$ cat config.mk
export PLATFORM = sky130hd
export DESIGN_NAME = rpc_regs
export DESIGN_NICKNAME = d
export VERILOG_FILES = /design/src/rtl/rpc_pkg.sv /design/src/rtl/rpc_bc_mux.sv /design/src/rtl/rpc_regs.sv
export SDC_FILE = /design/constraint.sdc
export NUM_CORES = 1
export LEC_CHECK = 0
export BUFFER_PORTS_ARGS = -buffer_cell sky130_fd_sc_hd__buf_2
export CAP_MARGIN = 30
export CORE_ASPECT_RATIO = 0.7
export CORE_UTILIZATION = 54
export DETAILED_ROUTE_END_ITERATION = 6
export HOLD_SLACK_MARGIN = 0.06
export PLACE_DENSITY = 0.81
export SLEW_MARGIN = 20
export SYNTH_ARGS = -nofsm -noshare
export SYNTH_HDL_FRONTEND = slang
export SYNTH_SLANG_ARGS = --single-unit
$ cat constraint.sdc
create_clock -name ref_clk_in -period 2.35 [get_ports ref_clk_in]
set_input_delay 0.3525 -clock ref_clk_in [delete_from_list [all_inputs] [get_ports ref_clk_in]]
set_output_delay 0.3525 -clock ref_clk_in [all_outputs]
set_load 0.02 [all_outputs]
$ cat src/rtl/rpc_pkg.sv
// Package of constants for the per-port receive configuration registers.
// Overview of operation
// - Each port keeps its own register copy; port-select bits pick which ports host writes reach; reads use the lowest.
// - Host address matching alias bits 7:1 is forwarded using remote target address.
// - Alias value zero disables the entry; nothing is routed through it.
// - Bit 0 set makes the device acknowledge host writes itself; clear uses remote acknowledge.
// - Option bit 7 set discards packets until frame start with frame count one.
// - Option bit 6 set (reset one) discards packets until any frame start.
// - Frame-start waits and checksum forwarding have no effect in raw input formats.
// - Option bit 5 forwards (1, reset) or drops (0) checksum-errored packets.
// - Option bit 4 forwards (1, reset) or drops (0) header-errored packets.
// - In CSI-2 format option bit 3 forwards or drops length-errored packets.
// - In raw format bit 3 set drops a truncated first line; clear forwards it.
// - Format 00 CSI-2, 01 raw12 low, 10 raw12 high, 11 raw10.
// - Format field resets from strap sampled after each reset release; software may overwrite.
// - Pin1 source select in bits 7:4, pin0 source select in bits 3:0.
// - Select code with top bit clear sends local pin indexed by low three bits.
// - Code 1000 (reset) sends constant 0; code 1001 sends constant 1.
// - Code 1010 sends the frame sync pulse; codes 1011 to 1111 are reserved.
package rpc_pkg;
  localparam logic [7:0] PORT_SELECT_ADDR = 8'h4C;
  localparam logic [7:0] ALIAS7_ADDR = 8'h6C;
  localparam logic [7:0] OPTIONS_ADDR = 8'h6D;
  localparam logic [7:0] BC_SELECT_ADDR = 8'h6E;
  localparam logic [7:0] ALIAS7_RESET = 8'h00;
  localparam logic [7:0] OPTIONS_RESET = 8'h70;
  localparam logic [7:0] BC_SELECT_RESET = 8'h88;
  localparam logic [7:0] OPTIONS_WRITE_MASK = 8'hFB;
  localparam int OPT_WAIT_FC1 = 7;
  localparam int OPT_WAIT_FS = 6;
  localparam int OPT_FWD_CKSUM = 5;
  localparam int OPT_FWD_ECC = 4;
  localparam int OPT_FWD_LEN = 3;
  localparam int ALIAS_AUTO_ACK = 0;
  localparam logic [3:0] SEL_CONST0 = 4'h8;
  localparam logic [3:0] SEL_CONST1 = 4'h9;
  localparam logic [3:0] SEL_FSYNC = 4'hA;
  localparam logic [1:0] FMT_CSI2 = 2'h0;
  localparam logic [1:0] FMT_RAW12_LF = 2'h1;
  localparam logic [1:0] FMT_RAW12_HF = 2'h2;
  localparam logic [1:0] FMT_RAW10 = 2'h3;
endpackage

$ cat src/rtl/rpc_bc_mux.sv
// Back-channel source multiplexer for one transmitted pin.
`timescale 1ns/100ps
module rpc_bc_mux
  import rpc_pkg::*;
(
  // Clock and reset.
  input wire logic ref_clk_in,
  input wire logic resetn_in,
  // Source selection.
  input wire logic [3:0] sel_in,
  input wire logic [7:0] gpio_in,
  input wire logic fsync_in,
  // Chosen level.
  output logic bc_out
);
  logic bc_ff;
  logic nxt_bc;

  always_comb begin
    if (!sel_in[3]) begin
      nxt_bc = gpio_in[sel_in[2:0]];
    end else if (sel_in == SEL_CONST1) begin
      nxt_bc = 1'b1;
    end else if (sel_in == SEL_FSYNC) begin
      nxt_bc = fsync_in;
    end else begin
      // Constant 0 and the reserved codes send a low level.
      nxt_bc = 1'b0;
    end
  end

  always_ff @(posedge ref_clk_in or negedge resetn_in) begin
    if (!resetn_in) begin
      bc_ff <= 1'b0;
    end else begin
      bc_ff <= nxt_bc;
    end
  end

  assign bc_out = bc_ff;
endmodule

$ cat src/rtl/rpc_regs.sv
// Per-port receive configuration registers with alias match and packet gating.
`timescale 1ns/100ps
module rpc_regs
  import rpc_pkg::*;
#(
  parameter int NUM_PORTS = 4
) (
  // Clock and reset.
  input wire logic ref_clk_in,
  input wire logic resetn_in,
  // Strap for the input format, sampled after reset release.
  input wire logic [1:0] link_input_format_strap_in,
  // Register access from the I2C target engine.
  input wire logic reg_wr_in,
  input wire logic reg_rd_in,
  input wire logic [7:0] reg_addr_in,
  input wire logic [7:0] reg_wdata_in,
  output logic [7:0] reg_rdata_out,
  // Host address decode, checked against every port's alias entry.
  input wire logic host_addr_valid_in,
  input wire logic [6:0] host_addr_in,
  input wire logic host_is_write_in,
  input wire logic [NUM_PORTS-1:0] remote_ack_in,
  input wire logic [6:0] remote_target_id_in [NUM_PORTS],
  output logic [NUM_PORTS-1:0] alias_hit_out,
  output logic [6:0] remote_addr_out,
  output logic host_ack_out,
  // CSI-2 packet stream, one per port.
  input wire logic [NUM_PORTS-1:0] pkt_valid_in,
  input wire logic [NUM_PORTS-1:0] pkt_is_fs_in,
  input wire logic [15:0] pkt_frame_count_in [NUM_PORTS],
  input wire logic [NUM_PORTS-1:0] pkt_cksum_err_in,
  input wire logic [NUM_PORTS-1:0] pkt_ecc_err_in,
  input wire logic [NUM_PORTS-1:0] pkt_len_err_in,
  output logic [NUM_PORTS-1:0] pkt_forward_out,
  // Raw pixel first-line handling, one per port.
  input wire logic [NUM_PORTS-1:0] raw_first_line_short_in,
  output logic [NUM_PORTS-1:0] raw_drop_line_out,
  // Back channel sources.
  input wire logic [7:0] gpio_in,
  input wire logic camera_sync_pulse_in,
  output logic [NUM_PORTS-1:0] backchannel_pin0_out,
  output logic [NUM_PORTS-1:0] backchannel_pin1_out,
  // Configuration seen by each port.
  output logic [1:0] link_input_format_out [NUM_PORTS]
);
  localparam int PW = (NUM_PORTS > 1) ? $clog2(NUM_PORTS) : 1;

  logic [7:0] port_select_ff;
  logic [7:0] alias_ff [NUM_PORTS];
  logic [7:0] options_ff [NUM_PORTS];
  logic [7:0] bc_select_ff [NUM_PORTS];
  logic strap_done_ff;
  logic [NUM_PORTS-1:0] fs_seen_ff;
  logic [NUM_PORTS-1:0] pkt_forward_ff;
  logic [NUM_PORTS-1:0] raw_drop_ff;
  logic [NUM_PORTS-1:0] alias_hit_ff;
  logic [6:0] remote_addr_ff;
  logic host_ack_ff;
  logic [7:0] reg_rdata_ff;

  function automatic logic is_raw(input logic [1:0] fmt);
    return fmt != FMT_CSI2;
  endfunction

  // Port-select bit n enables writes to port n; reads come from the lowest selected port.
  function automatic logic [PW-1:0] rd_port(input logic [7:0] sel);
    logic [PW-1:0] idx;
    idx = '0;
    for (int p = NUM_PORTS - 1; p >= 0; p--) begin
      if (sel[p]) begin
        idx = PW'(p);
      end
    end
    return idx;
  endfunction

  always_ff @(posedge ref_clk_in or negedge resetn_in) begin
    if (!resetn_in) begin
      port_select_ff <= 8'h01;
    end else if (reg_wr_in && reg_addr_in == PORT_SELECT_ADDR) begin
      port_select_ff <= reg_wdata_in;
    end
  end

  always_ff @(posedge ref_clk_in or negedge resetn_in) begin
    if (!resetn_in) begin
      strap_done_ff <= 1'b0;
    end else begin
      strap_done_ff <= 1'b1;
    end
  end

  always_ff @(posedge ref_clk_in or negedge resetn_in) begin
    if (!resetn_in) begin
      for (int p = 0; p < NUM_PORTS; p++) begin
        alias_ff[p] <= ALIAS7_RESET;
        options_ff[p] <= OPTIONS_RESET;
        bc_select_ff[p] <= BC_SELECT_RESET;
      end
    end else begin
      for (int p = 0; p < NUM_PORTS; p++) begin
        if (!strap_done_ff) begin
          options_ff[p][1:0] <= link_input_format_strap_in;
        end else if (reg_wr_in && port_select_ff[p]) begin
          unique case (reg_addr_in)
            ALIAS7_ADDR: alias_ff[p] <= reg_wdata_in;
            OPTIONS_ADDR: options_ff[p] <= reg_wdata_in & OPTIONS_WRITE_MASK;
            BC_SELECT_ADDR: bc_select_ff[p] <= reg_wdata_in;
            default: ;
          endcase
        end
      end
    end
  end

  always_ff @(posedge ref_clk_in or negedge resetn_in) begin
    if (!resetn_in) begin
      reg_rdata_ff <= 8'h00;
    end else if (reg_rd_in) begin
      unique case (reg_addr_in)
        PORT_SELECT_ADDR: reg_rdata_ff <= port_select_ff;
        ALIAS7_ADDR: reg_rdata_ff <= alias_ff[rd_port(port_select_ff)];
        OPTIONS_ADDR: reg_rdata_ff <= options_ff[rd_port(port_select_ff)];
        BC_SELECT_ADDR: reg_rdata_ff <= bc_select_ff[rd_port(port_select_ff)];
        default: reg_rdata_ff <= 8'h00;
      endcase
    end
  end

  // Alias decode; the lowest matching port wins the remap address.
  always_ff @(posedge ref_clk_in or negedge resetn_in) begin
    if (!resetn_in) begin
      alias_hit_ff <= '0;
      remote_addr_ff <= 7'h00;
      host_ack_ff <= 1'b0;
    end else begin
      alias_hit_ff <= '0;
      remote_addr_ff <= 7'h00;
      host_ack_ff <= 1'b0;
      if (host_addr_valid_in) begin
        for (int p = NUM_PORTS - 1; p >= 0; p--) begin
          if (alias_ff[p][7:1] != 7'h00 && alias_ff[p][7:1] == host_addr_in) begin
            alias_hit_ff[p] <= 1'b1;
            remote_addr_ff <= remote_target_id_in[p];
            host_ack_ff <= (alias_ff[p][ALIAS_AUTO_ACK] && host_is_write_in)
                           || remote_ack_in[p];
          end
        end
      end
    end
  end

  // Packet gating per port.
  always_ff @(posedge ref_clk_in or negedge resetn_in) begin
    if (!resetn_in) begin
      fs_seen_ff <= '0;
      pkt_forward_ff <= '0;
      raw_drop_ff <= '0;
    end else begin
      for (int p = 0; p < NUM_PORTS; p++) begin
        logic [7:0] o;
        logic raw;
        logic fs_ok;
        logic gate_open;
        logic err_ok;
        o = options_ff[p];
        raw = is_raw(o[1:0]);
        fs_ok = pkt_is_fs_in[p] &&
                (!o[OPT_WAIT_FC1] || pkt_frame_count_in[p] == 16'h0001);
        gate_open = raw || fs_seen_ff[p] ||
                    (!o[OPT_WAIT_FC1] && !o[OPT_WAIT_FS]) || fs_ok;
        err_ok = (raw || o[OPT_FWD_CKSUM] || !pkt_cksum_err_in[p]) &&
                 (o[OPT_FWD_ECC] || !pkt_ecc_err_in[p]) &&
                 (raw || o[OPT_FWD_LEN] || !pkt_len_err_in[p]);
        if (pkt_valid_in[p] && fs_ok) begin
          fs_seen_ff[p] <= 1'b1;
        end
        pkt_forward_ff[p] <= pkt_valid_in[p] && gate_open && err_ok;
        raw_drop_ff[p] <= raw && o[OPT_FWD_LEN] && raw_first_line_short_in[p];
      end
    end
  end

  for (genvar g = 0; g < NUM_PORTS; g++) begin : g_port
    rpc_bc_mux u_pin0 (
      .ref_clk_in(ref_clk_in),
      .resetn_in(resetn_in),
      .sel_in(bc_select_ff[g][3:0]),
      .gpio_in(gpio_in),
      .fsync_in(camera_sync_pulse_in),
      .bc_out(backchannel_pin0_out[g])
    );
    rpc_bc_mux u_pin1 (
      .ref_clk_in(ref_clk_in),
      .resetn_in(resetn_in),
      .sel_in(bc_select_ff[g][7:4]),
      .gpio_in(gpio_in),
      .fsync_in(camera_sync_pulse_in),
      .bc_out(backchannel_pin1_out[g])
    );
    assign link_input_format_out[g] = options_ff[g][1:0];
  end

  assign reg_rdata_out = reg_rdata_ff;
  assign alias_hit_out = alias_hit_ff;
  assign remote_addr_out = remote_addr_ff;
  assign host_ack_out = host_ack_ff;
  assign pkt_forward_out = pkt_forward_ff;
  assign raw_drop_line_out = raw_drop_ff;
endmodule

==> results by stage <==
Clock network:
- The clock tree from TritonCTS is yes.
- Clock tree synthesis selected as its root buffer the cell clkbuf_16.
- Once the clock tree was built, the resizer swapped 0 gates to a different size.
- The clock passes through at most 2 buffers.
- The H-tree generated during clock tree synthesis spans 4 levels.
- Clock latency on the worst-skew pair, taken at its later pin, is 0.42 ns.
- For this design, the sink count on the clock tree is roughly 140.
- The clock input transition at the sequential cells of the worst setup and hold paths is 0.06 ns.
- Counting the buffers created by CTS gives 17.

Route:
- The number of DRC violations after detailed routing is 0.
- The count of nets left with antenna violations once routing finished came out at 0.
- After detailed routing, the total wire length is 23.12 mm.
- For this run, the detailed router's first-pass iteration total came to 5.
- The per-cell routed wire length is between 20 and 25 um.
- After the first detailed-routing iteration, the DRC count stood at 594.
- Summing over every cut layer, the via total after detailed routing is 6979.
- The via density per instance is about 6.2.

Finish:
- The share of layout cells above drive strength 1 is 0.4450.
- Summing all multi-input logic gate instances after layout gives 4096 sq um.
- The final standard cell count with taps included and fillers excluded is 1119.
- Across the whole layout, storage elements account for between 3000 and 4000 sq um.
- The design area is 9873 sq um.
- At the end of the flow, the number of nets in the layout was roughly 1100.
- The filler cell count is about 1000.
- The signed area change from the synthesized netlist to the final layout is 23.10%.

Min path:
- The class of the tightest hold or removal check is primary input to register.

Die:
- The number of standard-cell rows in the floorplan is 36.
- For this configuration, the core starts out at a cell density of 0.5653.
- The core box area is 14190 sq um.
- The floorplan step defined a die boundary enclosing 15350 sq um.
- The floorplan step set the die width to 147.7 um.
- The die height is roughly 100 um.
- The number of top-level pins is 204.

STA:
- The number of pins with negative max-slew slack in the final report is 0.
- Dividing the final minimum period by the clock period gives 0.9499.
- Setup repair after global routing left no endpoint under its margin.
- On the final layout, the worst clock skew is approximately 0.011 ns.
- The worst pin sits at a relative slew slack of 0.6302.
- Adding up every negative setup slack in the final design gives 0 ns.
- The number of setup violations in the final report is 0.
- The transition at the pin with the smallest max-transition slack is about 0.55 ns.
- The final critical-path required period is 2.232 ns.
- The final-report hold violation count is 0.
- Timing would allow up to 448.0 MHz.

Global routing:
- The initial antenna violation count was 1.
- The residual overflow from global routing is 0.
- Across every metal layer, demand over resource in global routing totals 0.3105.
- Entering global routing, the biggest net connects 58 pins.
- The first-pass GRT wire length is roughly 37 mm.
- The via count of the first global-routing pass is ~6700.

Placed design:
- Once placement finished, the instance area stood at 9218 sq um.
- The count of buffers added on input and output ports is 203.
- The weighted congestion at the end of routability-driven global placement is 0.9609.
- The wire-length estimate of the detail-placed layout is 16.86 mm.
- The placed instance count is 1085.

Worst setup path:
- The kind of cell adding the most delay to the critical path is compound AO/OA/AOI/OAI gates.
- On the critical path, the stage with the largest delay is an instance of dfstp_2.
- The largest stage delay on the critical path is 0.64 ns.
- The startpoint identified for the worst register-to-register timing path is port_select_ff[0]$_DFFE_PN1P_.
- For the worst setup path, the data arrival time is 2.50 ns.
- The number of buffers and inverters on the critical path is 2.
- The count of cells along the worst register-to-register path is 6.
- The critical path goes through inv_1 > o21ai_1 > buf_4 > mux2_2 > o221ai_1 > a31oi_1.
- The kind of start point of the critical path is a register.
- The critical path in this run is classified as register to register.
- The endpoint type of the worst setup path is a register.
- The internal reg-to-reg setup slack is ~0.12 ns.
- The required time of the worst setup path is 2.62 ns.
- The critical path ends at reg_rdata_out[3]$_DFFE_PN0P_.
- The critical path runs through a total of 6 cells.
- Tracing the worst setup path back leads to its startpoint at port_select_ff[0]$_DFFE_PN1P_.
- Of all nets on the critical path, the largest fanout is 14.
- The reg-to-reg critical path endpoint is reg_rdata_out[3]$_DFFE_PN0P_.

Logic synthesis:
- Sorting the synthesized cells by area gives the leading types as dfrtp_1 37%, mux2_2 14%, dfstp_2 6.9%, mux4_2 4.8%, a21oi_1 2.0%.
- For this run, the number of Yosys warnings is 0.
- The number of flops mapped to enable cells by yosys is 0.
- After synthesis, the mean cell area works out to 11.12 sq um.
- The most common cell in the synthesized netlist is dfrtp_1.
- The proportion of register bits with asynchronous set or reset after synthesis is 1.000.
- Among all flip-flop cells after synthesis, the most frequent one is dfrtp_1.
- Synthesis produced a netlist whose cell count is 721.
- For this run, the register share of the synthesized area comes to 0.4432.
- Synthesis inferred 141 register bits.
- The synthesized netlist occupies a cell area of 8020 sq um.
- Summed over all instances, the cell type with the most area after synthesis is dfrtp_1.
- The number of nets handed over by synthesis was 881.
- The share of synthesized area in the top cell type comes to 0.3744.
- The netlist uses 73 different library cells.
- Sorting the synthesized cells by how often they occur yields 120 x dfrtp_1, 100 x mux2_2, 36 x nand2_1.

Status:
- The run finished with clean final reports.

Run:
- The max-capacitance violation count is 0.

Pwr:
- For this design the ratio of total power to cell area is 620.8 nW/um^2.
- Summed over all cells, the static leakage comes to around 4.6 nW.
- Across the VDD grid, the largest voltage drop is between 0.0005 and 0.0006 V.
[worst min-delay path by stage]
stage / slack, ns / cells after the start / start / to
2_1_floorplan: 0.06 / 0 / resetn_in / alias_ff[0]$_DFFE_PN0P_
3_3_place_gp: 0.26 / 1 / resetn_in / raw_drop_line_out[1]$_DFF_PN0_
3_5_place_dp: 0.26 / 1 / resetn_in / raw_drop_line_out[1]$_DFF_PN0_
4_1_cts: 0.12 / 2 / pkt_ecc_err_in[2] / pkt_forward_out[2]$_DFF_PN0_
5_1_grt: 0.13 / 2 / pkt_ecc_err_in[2] / pkt_forward_out[2]$_DFF_PN0_
6_report: 0.14 / 2 / pkt_ecc_err_in[2] / pkt_forward_out[2]$_DFF_PN0_
[worst reg2reg max path, cell delays in order (launching register included)]
cell      delay (ns)
dfstp_2         0.64
inv_1           0.08
o21ai_1         0.12
buf_4           0.25
mux2_2          0.37
o221ai_1        0.47
a31oi_1         0.16
[sequential cells by signal, summed over array words and instances, names as in the netlist, 7 cells and up]
register / cells
alias_ff: 32
bc_select_ff: 32
options_ff: 20
link_input_format_out: 8
port_select_ff: 8
reg_rdata_out: 8
remote_addr_out: 7
[layer usage]
layer / routed length [um] / vias up / track usage
met5: 0 / - / 0
met4: 409 / 0 / 0.08837
met3: 2459 / 46 / 0.09912
met2: 10230 / 391 / 0.4508
met1: 10030 / 3448 / 0.4441
li1: - / 3094 / -
[stage by stage]
step / hold WS (ns) / total power, mW / setup slack, ns / utilization
after floorplan: 0.05691 / 2.880 / 0.3947 / -
after global placement: 0.2566 / 3.191 / 0.2601 / 0.6496
after detailed placement: 0.2571 / 3.203 / 0.2029 / 0.6496
after CTS: 0.1246 / 6.139 / 0.2336 / 0.6957
after global routing: 0.1333 / 6.313 / 0.09171 / 0.6959
final: 0.1369 / 6.129 / 0.1177 / 0.6959
[report_power, final]
group	switching, mW	internal [mW]
Clock	1.04	1.91
Sequential	0.0408	2.47
Combinational	0.388	0.279
[kinds of logic after synthesis]
group,synth area share
compound gates,0.1356
xor+xnor,0.02949
buf+inv,0.04602
flops,0.4432
mux,0.2069
other cells,0.0004676
simple gates,0.1384
[placed cells by master, fill, tap and decap left out, types with 9 or more instances in the layout]
| cell type | Yosys | final |
|---|---|---|
| buf_2 | 2 | 202 |
| dfstp_2 | 21 | 21 |
| a21oi_1 | 32 | 32 |
| xnor2_1 | 18 | 18 |
| clkbuf_16 | 0 | 17 |
| a21o_1 | 9 | 9 |
| nand2_1 | 36 | 36 |
| dfrtp_1 | 120 | 120 |
| xor2_1 | 9 | 9 |
| nor4_1 | 16 | 16 |
| nand2b_1 | 14 | 14 |
| nor2b_1 | 20 | 20 |
| inv_1 | 18 | 18 |
| mux2i_1 | 15 | 15 |
| nand4_1 | 10 | 10 |
| nor2_1 | 27 | 27 |
| o22ai_1 | 13 | 13 |
| a221oi_1 | 13 | 13 |
| o21ai_0 | 31 | 31 |
| nor4b_1 | 11 | 11 |
| buf_4 | 16 | 26 |
| mux2_2 | 100 | 100 |
| nand3b_1 | 9 | 9 |
| mux4_2 | 17 | 17 |
| nand3_1 | 10 | 10 |
[layout make-up]
type / instances / area share
antenna: 1 / 0.0002535
clock buffer: 21 / 0.04562
clock inverter: 11 / 0.01952
inverter: 19 / 0.007223
multi-input combinational: 504 / 0.4149
sequential: 141 / 0.3600
tap: 190 / 0.02408
timing repair buffer: 232 / 0.1284
[what timing repair did]
item	in CTS	in global routing
endpoints found under the hold margin	25	0
hold buffers	1	0
setup buffers	0	0
Note: power is estimated with default switching activity, not from simulation.
